File: src/include/eis_consts.vh
`ifndef EIS_CONSTS_VH
`define EIS_CONSTS_VH
// Register indices; the byte address is four times the index.
`define EIS_IDX_CTRL        8'h35
`define EIS_IDX_FLAGS       8'h3a
`define EIS_IDX_REQ_MASK    8'h3b
`define EIS_IDX_IRQ_MASK    8'h3c
`define EIS_IDX_STACK_PTR   8'h3d
`define EIS_IDX_STATUS      8'h3f
// Control register fields.
`define EIS_CTRL_SLEEP_ARM  5
`define EIS_CTRL_SLEEP_KIND 4
`define EIS_CTRL_L1_SENSE   3:2
`define EIS_CTRL_L0_SENSE   1:0
`define EIS_CTRL_WMASK      8'h3f
// Flag and mask fields, shared layout.
`define EIS_F_LINE0         0
`define EIS_F_LINE1         1
`define EIS_F_WAKE          2
`define EIS_STATUS_GIE      7
// Reset values.
`define EIS_RST_CTRL        8'h00
`define EIS_RST_MASK        8'h00
`define EIS_RST_SP          8'h00
// Sense encodings.
`define EIS_SENSE_LOW       2'h0
`define EIS_SENSE_ANY       2'h1
`define EIS_SENSE_FALL      2'h2
`define EIS_SENSE_RISE      2'h3
// Vector addresses.
`define EIS_VEC_RESET       11'h000
`define EIS_VEC_LINE0       11'h001
`define EIS_VEC_LINE1       11'h002
// Timing counts in clock cycles.
`define EIS_ENTRY_CYCLES    4
`define EIS_JUMP_CYCLES     2
`define EIS_TOUT_CYCLES     16'h0400
`endif

File: src/hw/eis_sense.v
`timescale 1ns/1ps
// One request line: samples the pin, then detects level or edges.
module eis_sense
(
   input  wire       clk,
   input  wire       nrst,
   input  wire       pin,
   input  wire [1:0] sense,
   input  wire       edge_en,
   output reg        req_event,
   output wire       level_req
);
`include "eis_consts.vh"
   reg pin_smp;  // Sampled pin.
   reg pin_prev; // Sample one clock earlier.

   // Edges are seen only between two samples, so a pulse must outlast a clock.
   always @(posedge clk or negedge nrst)
   begin
      if (!nrst)
      begin
         pin_smp  <= 1'b1;
         pin_prev <= 1'b1;
      end
      else
      begin
         pin_smp  <= pin;
         pin_prev <= pin_smp;
      end
   end

   // Low level request follows the sampled pin directly.
   assign level_req = (sense == `EIS_SENSE_LOW) && !pin_smp;

   // Decode the chosen condition into an event: one cycle for an edge, held for as long as a low level lasts.
   always @*
   begin
      case (sense)
         `EIS_SENSE_LOW:  req_event = level_req;
         `EIS_SENSE_ANY:  req_event = edge_en && (pin_smp != pin_prev);
         `EIS_SENSE_FALL: req_event = edge_en && pin_prev && !pin_smp;
         `EIS_SENSE_RISE: req_event = edge_en && !pin_prev && pin_smp;
         default:         req_event = 1'b0;
      endcase
   end
endmodule

File: src/hw/eis_hold.v
`timescale 1ns/1ps
// Counts how long a condition has held; restarts when it drops.
module eis_hold
#(
   parameter W = 16
)
(
   input  wire         clk,
   input  wire         nrst,
   input  wire         run,
   input  wire [W-1:0] limit,
   output wire         done
);
   reg [W-1:0] cnt; // Cycles the condition has held, saturating.

   // Saturate rather than wrap so a long hold never looks short.
   always @(posedge clk or negedge nrst)
   begin
      if (!nrst)
         cnt <= {W{1'b0}};
      else if (!run)
         cnt <= {W{1'b0}};
      else if (cnt != {W{1'b1}})
         cnt <= cnt + {{(W-1){1'b0}}, 1'b1};
   end

   assign done = run && (cnt >= limit);
endmodule

File: src/hw/eis_top.v
`timescale 1ns/1ps
module eis_top
#(
   parameter [15:0] TOUT_CYCLES = `EIS_TOUT_CYCLES
)
(
   input  wire        CLK,
   input  wire        NRST,
   input  wire        PSEL,
   input  wire        PENABLE,
   input  wire        PWRITE,
   input  wire [7:0]  PADDR,
   input  wire [31:0] PWDATA,
   output reg  [31:0] PRDATA,
   output wire        PREADY,
   output wire        PSLVERR,
   input  wire        EXT_REQ_0,
   input  wire        EXT_REQ_1,
   input  wire        INSN_BOUNDARY,
   input  wire        SLEEP_INSN,
   input  wire        RETURN_DONE,
   input  wire [10:0] PC_IN,
   output wire        CORE_HOLD,
   output reg         VECTOR_GO,
   output reg  [10:0] VECTOR_ADDR,
   output reg         STACK_WE,
   output reg  [7:0]  STACK_ADDR,
   output reg  [7:0]  STACK_WDATA,
   output reg         SLEEPING,
   output reg         POWER_DOWN,
   output wire        IRQ
);
`include "eis_consts.vh"
   // One-hot sequencer states.
   localparam [4:0] S_RUN   = 5'h01;
   localparam [4:0] S_ENTRY = 5'h02;
   localparam [4:0] S_JUMP  = 5'h04;
   localparam [4:0] S_SLEEP = 5'h08;
   localparam [4:0] S_GUARD = 5'h10;
   localparam [2:0] ENTRY_LAST = `EIS_ENTRY_CYCLES - 2;
   localparam [2:0] JUMP_LAST  = `EIS_JUMP_CYCLES - 1;

   reg  [5:0]  ctrl;          // Control register, bits 5..0.
   reg  [1:0]  req_mask;      // Per-line request mask.
   reg  [2:0]  flags;         // Sticky event flags.
   reg  [2:0]  irq_mask;      // Gates flags onto the interrupt pin.
   reg         gie;           // Global interrupt enable.
   reg  [7:0]  sp;            // Stack pointer.
   reg  [4:0]  state;         // Sequencer state.
   reg  [2:0]  cnt;           // Cycle counter inside entry and jump.
   reg  [10:0] ret_pc;        // Return address captured at take.
   reg  [1:0]  svc_line;      // Line being serviced, one-hot.
   reg  [4:0]  next_state;    // Next sequencer state.
   reg  [31:0] rd_mux;        // Read data before registering.
   wire        setup;         // APB setup cycle.
   wire        wr_acc;        // APB write access that completes.
   wire [7:0]  idx;           // Register index from the byte address.
   wire        hit;           // Address maps to a register.
   wire        wr_ctrl;       // Write strobes per register.
   wire        wr_flags;
   wire        wr_rmask;
   wire        wr_imask;
   wire        wr_sp;
   wire        wr_stat;
   wire [1:0]  evt;           // Per-line request events.
   wire [1:0]  lvl;           // Per-line low level requests.
   wire [1:0]  hold_done;     // Low level held past the time-out.
   wire [1:0]  pend;          // Per-line pending requests.
   wire [1:0]  armed;         // Pending, masked in and enabled.
   wire        pd_mode;       // Asleep in power-down.
   wire        take;          // Start an interrupt entry now.
   wire        wake_take;     // Take out of sleep.
   wire        sleep_go;      // Enter sleep now.
   wire [1:0]  pick;          // Chosen line, one-hot.
   wire [1:0]  low_mode;      // Line sensed by low level, not by edges.

   // APB decode: registers sit on aligned words, index times four.
   assign idx      = {2'h0, PADDR[7:2]};
   assign hit      = (PADDR[1:0] == 2'h0) &&
                     (idx == `EIS_IDX_CTRL || idx == `EIS_IDX_FLAGS ||
                      idx == `EIS_IDX_REQ_MASK || idx == `EIS_IDX_IRQ_MASK ||
                      idx == `EIS_IDX_STACK_PTR || idx == `EIS_IDX_STATUS);
   assign setup    = PSEL && !PENABLE;
   assign wr_acc   = PSEL && PENABLE && PWRITE && hit;
   assign wr_ctrl  = wr_acc && (idx == `EIS_IDX_CTRL);
   assign wr_flags = wr_acc && (idx == `EIS_IDX_FLAGS);
   assign wr_rmask = wr_acc && (idx == `EIS_IDX_REQ_MASK);
   assign wr_imask = wr_acc && (idx == `EIS_IDX_IRQ_MASK);
   assign wr_sp    = wr_acc && (idx == `EIS_IDX_STACK_PTR);
   assign wr_stat  = wr_acc && (idx == `EIS_IDX_STATUS);

   // Zero wait states; an unmapped or misaligned address gets an error.
   assign PREADY  = 1'b1;
   assign PSLVERR = PSEL && PENABLE && !hit;

   // Read multiplexer; unused upper bits read as zero.
   always @*
   begin
      rd_mux = 32'h0000_0000;
      case (idx)
         `EIS_IDX_CTRL:      rd_mux = {26'h0, ctrl};
         `EIS_IDX_FLAGS:     rd_mux = {29'h0, flags};
         `EIS_IDX_REQ_MASK:  rd_mux = {30'h0, req_mask};
         `EIS_IDX_IRQ_MASK:  rd_mux = {29'h0, irq_mask};
         `EIS_IDX_STACK_PTR: rd_mux = {24'h0, sp};
         `EIS_IDX_STATUS:    rd_mux = {24'h0, gie, 7'h00};
         default:            rd_mux = 32'h0000_0000;
      endcase
   end

   // Read data is captured in the setup cycle and stands in the access.
   always @(posedge CLK or negedge NRST)
   begin
      if (!NRST)
         PRDATA <= 32'h0000_0000;
      else if (setup)
         PRDATA <= hit ? rd_mux : 32'h0000_0000;
   end

   // Software owned configuration. Sleep itself never writes these.
   always @(posedge CLK or negedge NRST)
   begin
      if (!NRST)
      begin
         ctrl     <= 6'h00;
         req_mask <= 2'h0;
         irq_mask <= 3'h0;
      end
      else
      begin
         if (wr_ctrl)
            ctrl <= PWDATA[5:0];
         if (wr_rmask)
            req_mask <= PWDATA[1:0];
         if (wr_imask)
            irq_mask <= PWDATA[2:0];
      end
   end

   // Power-down stops the edge detectors, like a stopped clock would.
   assign pd_mode = state[3] && POWER_DOWN;

   // Two identical request lines.
   eis_sense u_line0
   (
      .clk       (CLK),
      .nrst      (NRST),
      .pin       (EXT_REQ_0),
      .sense     (ctrl[`EIS_CTRL_L0_SENSE]),
      .edge_en   (!pd_mode),
      .req_event (evt[0]),
      .level_req (lvl[0])
   );

   eis_sense u_line1
   (
      .clk       (CLK),
      .nrst      (NRST),
      .pin       (EXT_REQ_1),
      .sense     (ctrl[`EIS_CTRL_L1_SENSE]),
      .edge_en   (!pd_mode),
      .req_event (evt[1]),
      .level_req (lvl[1])
   );

   // Hold timers qualify a low level before it may leave power-down.
   eis_hold #(.W(16)) u_hold0
   (
      .clk   (CLK),
      .nrst  (NRST),
      .run   (pd_mode && lvl[0] && req_mask[0] && gie),
      .limit (TOUT_CYCLES),
      .done  (hold_done[0])
   );

   eis_hold #(.W(16)) u_hold1
   (
      .clk   (CLK),
      .nrst  (NRST),
      .run   (pd_mode && lvl[1] && req_mask[1] && gie),
      .limit (TOUT_CYCLES),
      .done  (hold_done[1])
   );

   // A level request is live only while the pin stays low, so a source
   // that lets go before the instruction ends may go unserviced.
   assign low_mode = {ctrl[`EIS_CTRL_L1_SENSE] == `EIS_SENSE_LOW,
                      ctrl[`EIS_CTRL_L0_SENSE] == `EIS_SENSE_LOW};
   assign pend  = (flags[1:0] & ~low_mode) | lvl;
   assign armed = pend & req_mask & {2{gie}};
   // Line zero has the lower vector and wins a tie.
   assign pick  = armed[0] ? 2'b01 : {armed[1], 1'b0};

   // Idle wakes on any armed line; power-down only on a held level.
   assign wake_take = state[3] &&
                      (POWER_DOWN ? |(hold_done & armed) : |armed);
   // Entry waits for the running instruction to end.
   assign take      = (state[0] && INSN_BOUNDARY && !RETURN_DONE && |armed) || wake_take;
   assign sleep_go  = state[0] && !take && SLEEP_INSN &&
                      ctrl[`EIS_CTRL_SLEEP_ARM];

   // Sticky flags: an event in the same cycle as a clear wins.
   always @(posedge CLK or negedge NRST)
   begin
      if (!NRST)
         flags <= 3'h0;
      else
      begin
         flags <= (flags & ~((wr_flags ? PWDATA[2:0] : 3'h0) |
                             (take ? {1'b0, pick} : 3'h0)))
                  | {wake_take, evt};
      end
   end

   assign IRQ = |(flags & irq_mask);

   // Sequencer next state.
   always @*
   begin
      next_state = state;
      case (state)
         S_RUN:
         begin
            if (take)
               next_state = S_ENTRY;
            else if (sleep_go)
               next_state = S_SLEEP;
            else if (RETURN_DONE)
               next_state = S_GUARD;
         end
         S_ENTRY:
         begin
            if (cnt == ENTRY_LAST)
               next_state = S_JUMP;
         end
         S_JUMP:
         begin
            if (cnt == JUMP_LAST)
               next_state = S_RUN;
         end
         S_SLEEP:
         begin
            if (wake_take)
               next_state = S_ENTRY;
         end
         S_GUARD:
         begin
            // The first finished instruction reopens entry.
            if (INSN_BOUNDARY)
               next_state = S_RUN;
         end
         default:
            next_state = S_RUN;
      endcase
   end

   // Sequencer registers, stack and vector outputs. Reset leaves sleep
   // and points the core at the reset vector.
   always @(posedge CLK or negedge NRST)
   begin
      if (!NRST)
      begin
         state       <= S_RUN;
         cnt         <= 3'h0;
         ret_pc      <= 11'h000;
         svc_line    <= 2'h0;
         VECTOR_GO   <= 1'b0;
         VECTOR_ADDR <= `EIS_VEC_RESET;
         STACK_WE    <= 1'b0;
         STACK_ADDR  <= 8'h00;
         STACK_WDATA <= 8'h00;
         SLEEPING    <= 1'b0;
         POWER_DOWN  <= 1'b0;
      end
      else
      begin
         state     <= next_state;
         cnt       <= (next_state != state) ? 3'h0 : cnt + 3'h1;
         VECTOR_GO <= 1'b0;
         STACK_WE  <= 1'b0;
         if (take)
         begin
            // In sleep the core parks its PC after the sleep instruction.
            ret_pc   <= PC_IN;
            svc_line <= pick;
            SLEEPING <= 1'b0;
            POWER_DOWN <= 1'b0;
         end
         if (sleep_go)
         begin
            SLEEPING   <= 1'b1;
            POWER_DOWN <= ctrl[`EIS_CTRL_SLEEP_KIND];
         end
         if (state[1] && cnt == 3'h0)
         begin
            STACK_WE    <= 1'b1;
            STACK_ADDR  <= sp;
            STACK_WDATA <= ret_pc[7:0];
         end
         if (state[1] && cnt == 3'h1)
         begin
            STACK_WE    <= 1'b1;
            STACK_ADDR  <= sp;
            STACK_WDATA <= {5'h00, ret_pc[10:8]};
         end
         if (state[1] && cnt == ENTRY_LAST)
         begin
            // Flag set edge plus three entry cycles gives four.
            VECTOR_GO   <= 1'b1;
            VECTOR_ADDR <= svc_line[0] ? `EIS_VEC_LINE0 : `EIS_VEC_LINE1;
         end
      end
   end

   // The core stalls from take until the vector jump is done.
   assign CORE_HOLD = state[1] || state[2] || state[3];

   // Stack pointer and global enable: hardware updates beat software.
   always @(posedge CLK or negedge NRST)
   begin
      if (!NRST)
      begin
         sp  <= `EIS_RST_SP;
         gie <= 1'b0;
      end
      else
      begin
         if (state[1] && cnt <= 3'h1)
            sp <= sp - 8'h01;
         else if (state[0] && RETURN_DONE)
            sp <= sp + 8'h02;
         else if (wr_sp)
            sp <= PWDATA[7:0];
         if (take)
            gie <= 1'b0;
         else if (state[0] && RETURN_DONE)
            gie <= 1'b1;
         else if (wr_stat)
            gie <= PWDATA[`EIS_STATUS_GIE];
      end
   end
endmodule

File: config.mk
export PLATFORM = sky130hd
export DESIGN_NAME = eis_top
export DESIGN_NICKNAME = d
export VERILOG_FILES = /design/src/hw/eis_sense.v /design/src/hw/eis_hold.v /design/src/hw/eis_top.v
export VERILOG_INCLUDE_DIRS = /design/src /design/src/include
export SDC_FILE = /design/constraint.sdc
export NUM_CORES = 1
export LEC_CHECK = 0
export ABC_AREA = 1
export BUFFER_PORTS_ARGS = -buffer_cell sky130_fd_sc_hd__buf_2
export CAP_MARGIN = 30
export CORE_MARGIN = 2
export CORE_UTILIZATION = 40
export DETAILED_ROUTE_END_ITERATION = 7
export HOLD_SLACK_MARGIN = 0.12
export SLEW_MARGIN = 20
export SYNTH_ARGS = -nofsm -noshare
export SYNTH_HDL_FRONTEND = slang
export SYNTH_SLANG_ARGS = --single-unit
File: constraint.sdc
create_clock -name CLK -period 4.9 [get_ports CLK]
set_input_delay 0.245 -clock CLK [delete_from_list [all_inputs] [get_ports CLK]]
set_output_delay 0.245 -clock CLK [all_outputs]
set_load 0.005 [all_outputs]
==> metrics.txt <==
Worst-Skew Late Latency=0.36 ns; H-tree levels=3; Reg2Reg Depth=10; Max Slew Vio Count=0; hold path depth=3; Setup WS post-layout=2.57 ns; RSZ-0062 raised after global routing=no; WS Path Type=reg -> reg; Core Area=14,500 sq um; share of cells above drive strength 1=14.6%; Die Wd=126 um; first-pass GRT wire length=22,100 um; Synth Cell Area=5950 sq um; Top FF cell, synth=dfrtp_1; number of I/O pins=128; status=complete, no violations; All-Layer GR Usage=17.0%; Crit path required time=5.15 ns; average vias per placed instance=4.90; combinational share of power=25.2%; Net Sw Frac=33.8%; DRT antenna net count=0; Worst setup EP type=register; setup TNS=0 ns; Worst Max-Slew Pin Slew=0.567 ns; CTS tree=done; part of the power in the clock network=28.1%; Pint=1.67 mW; sequential share of the synthesized area=45.9%; Final Hold Viols=0; Hold Slack=0.157 ns; Area growth syn-to-layout=14.8%; crit path launch type=register; drt drc=0; clock tree buffer depth=2; Synth cell types=50; Final setup viols=0; fin nets=909; Reg power frac=46.6%; placed inst area=6360 sq um; vias in the first global route=4,652; Seq cells post-synth=109; minimum clock period after layout=2.33 ns; CTS Buf Count=9; Peak supply drop=0.000178 V; hold_buf cts=16; Post-CTS Setup Bufs=0; GPL Wtd Cong=0.814; Max-Cap Viols=0; largest net degree at the start of global routing=72; cells after synthesis=749; post-route cell area=6830 sq um; pre-CTS WS=2.53 ns; Post-CTS Resized=0; drt pass-1 iters=4; Post-synth ARST share=100%; number of flops mapped to enable cells by yosys=0; Clock Skews=0.00557 ns; average size of a mapped cell=7.95 sq um; Yosys warning count=0; worst min path class=in -> reg; initial antenna violation count=0; PortBufs=69; sinks on the clock net=109; total wire length=12,900 um; Slew HR=62.1%; Vias=5,018; Critical Path AT=2.58 ns; NetSw=0.853 mW; DRT iter0 DRCs=235; Die Ht=126 um; wire length per cell=12.6 um; Initial Util=41.0%; Leak=3.41 nW; Root Buffer=clkbuf_16; Clock transition at path regs=0.08 ns; PD cells=370 nW/um^2; # diodes=0; total gr overflow=0; die area=15,900 sq um; post-DP HPWL=9580 um; Cells after DPL=992; Peak Freq=429 MHz; CP Max Fanout=22; final cell count without fillers=1,024; crit share post-route=47.6%; Row Count=44
## cell type report
class                           count  area (sq um)
Inverter                          101           379
Tap cell                          184           230
Fill cell                        1488          7700
Multi-Input combinational cell    527          2660
Clock inverter                      6          57.6
Clock buffer                        9           225
Timing Repair Buffer               88           551
Sequential cell                   109          2730
## metrics by stage
stage	utilization, %	power (mW)
2_1_floorplan	-	1.63
3_3_place_gp	43.8	1.82
3_5_place_dp	43.8	1.83
4_1_cts	46.8	2.56
5_1_grt	47.0	2.72
6_report	47.0	2.53
## cells in the final DEF (no fill, tap or decap), types with 13 or more instances in the layout
cell type | synthesis | final
conb_1 | 2 | 34
inv_1 | 93 | 93
buf_2 | 1 | 68
o21ai_0 | 76 | 76
o21ai_1 | 13 | 13
nor3_1 | 17 | 17
nor2_1 | 63 | 63
dlygate4sd3_1 | 0 | 16
a21oi_1 | 23 | 23
nand3_1 | 38 | 38
nand2_1 | 160 | 160
dfrtp_1 | 104 | 104
## cells by family after synthesis
group / Yosys count / share of synthesized area (%)
flip-flops: 109 / 45.9
buffers and inverters: 145 / 11.4
AO/OA/AOI/OAI: 155 / 14.8
XOR/XNOR: 8 / 1.18
multiplexers: 2 / 0.378
AND/OR/NAND/NOR: 316 / 23.6
other: 2 / 0.126
adder cells (fa/ha/maj): 12 / 2.52
## synth_stat cells (3+ instances only)
| cell type | number | area, sq um |
|---|---|---|
| nor2_1 | 63 | 236 |
| nand2_2 | 7 | 43.8 |
| a31oi_1 | 6 | 37.5 |
| ha_1 | 12 | 150 |
| a211oi_1 | 8 | 60.1 |
| o21ai_0 | 76 | 380 |
| nand2_1 | 160 | 601 |
| inv_1 | 93 | 349 |
| o22ai_1 | 9 | 56.3 |
| clkbuf_1 | 7 | 26.3 |
| dfstp_2 | 5 | 131 |
| a21oi_1 | 23 | 115 |
| nand3_1 | 38 | 190 |
| o31ai_1 | 3 | 22.5 |
| nor3_2 | 3 | 30.0 |
| dfrtp_1 | 104 | 2600 |
| xor2_1 | 7 | 61.3 |
| o21ai_1 | 13 | 65.1 |
| o211ai_1 | 4 | 30.0 |
| nand3_2 | 4 | 40.0 |
| inv_2 | 7 | 26.3 |
| o21a_1 | 3 | 22.5 |
| nor3_1 | 17 | 85.1 |
| nand4_1 | 11 | 68.8 |
| buf_4 | 36 | 270 |
## worst max-delay path, cell delays in order (launching register included)
cell,delay [ns]
dfrtp_1,0.45
nor2_1,0.19
nand2_2,0.09
nor2_4,0.28
nand2_1,0.11
nand3_2,0.10
nand3_2,0.15
nand2_2,0.37
inv_2,0.17
o31ai_1,0.23
nand2_1,0.07
## sequential cells by signal (all words and copies together) (netlist names), 5 cells and up
register	count
STACK_WDATA	8
u_hold0.cnt	16
STACK_ADDR	8
sp	8
PRDATA	8
u_hold1.cnt	16
ret_pc	11
ctrl	6
state	5
## worst paths after layout
check                                     start          endpoint  slack [ns]
min in group asynchronous                  NRST    u_hold0.cnt[2]        0.27
worst min register to register  u_line0.pin_smp  u_line0.pin_prev        0.38
worst max-delay path                    ctrl[0]          flags[1]        2.57
worst min-delay path                  PWDATA[5]           ctrl[5]        0.16
worst max register to register          ctrl[0]          flags[1]        2.57
max in group asynchronous                  NRST          state[0]        3.86
## metal layers
layer  GRT usage [%]  vias up  share of wire, %
met5               0        -                 0
met4            7.11        0               2.0
met3            2.55       18               4.7
met2            25.4      113                43
met1            24.9     2304                51
li1                -     2583                 -
## power by group through the flow
| stage | clock (mW) | sequential [mW] | combinational (mW) |
|---|---|---|---|
| after CTS | 0.734 | 1.18 | 0.646 |
| after global routing | 0.768 | 1.20 | 0.749 |
| after floorplan | 0 | 1.18 | 0.443 |
| final | 0.711 | 1.18 | 0.638 |
| after global placement | 0 | 1.19 | 0.628 |
| after detailed placement | 0 | 1.20 | 0.635 |
(Power assumes the default switching activity.)
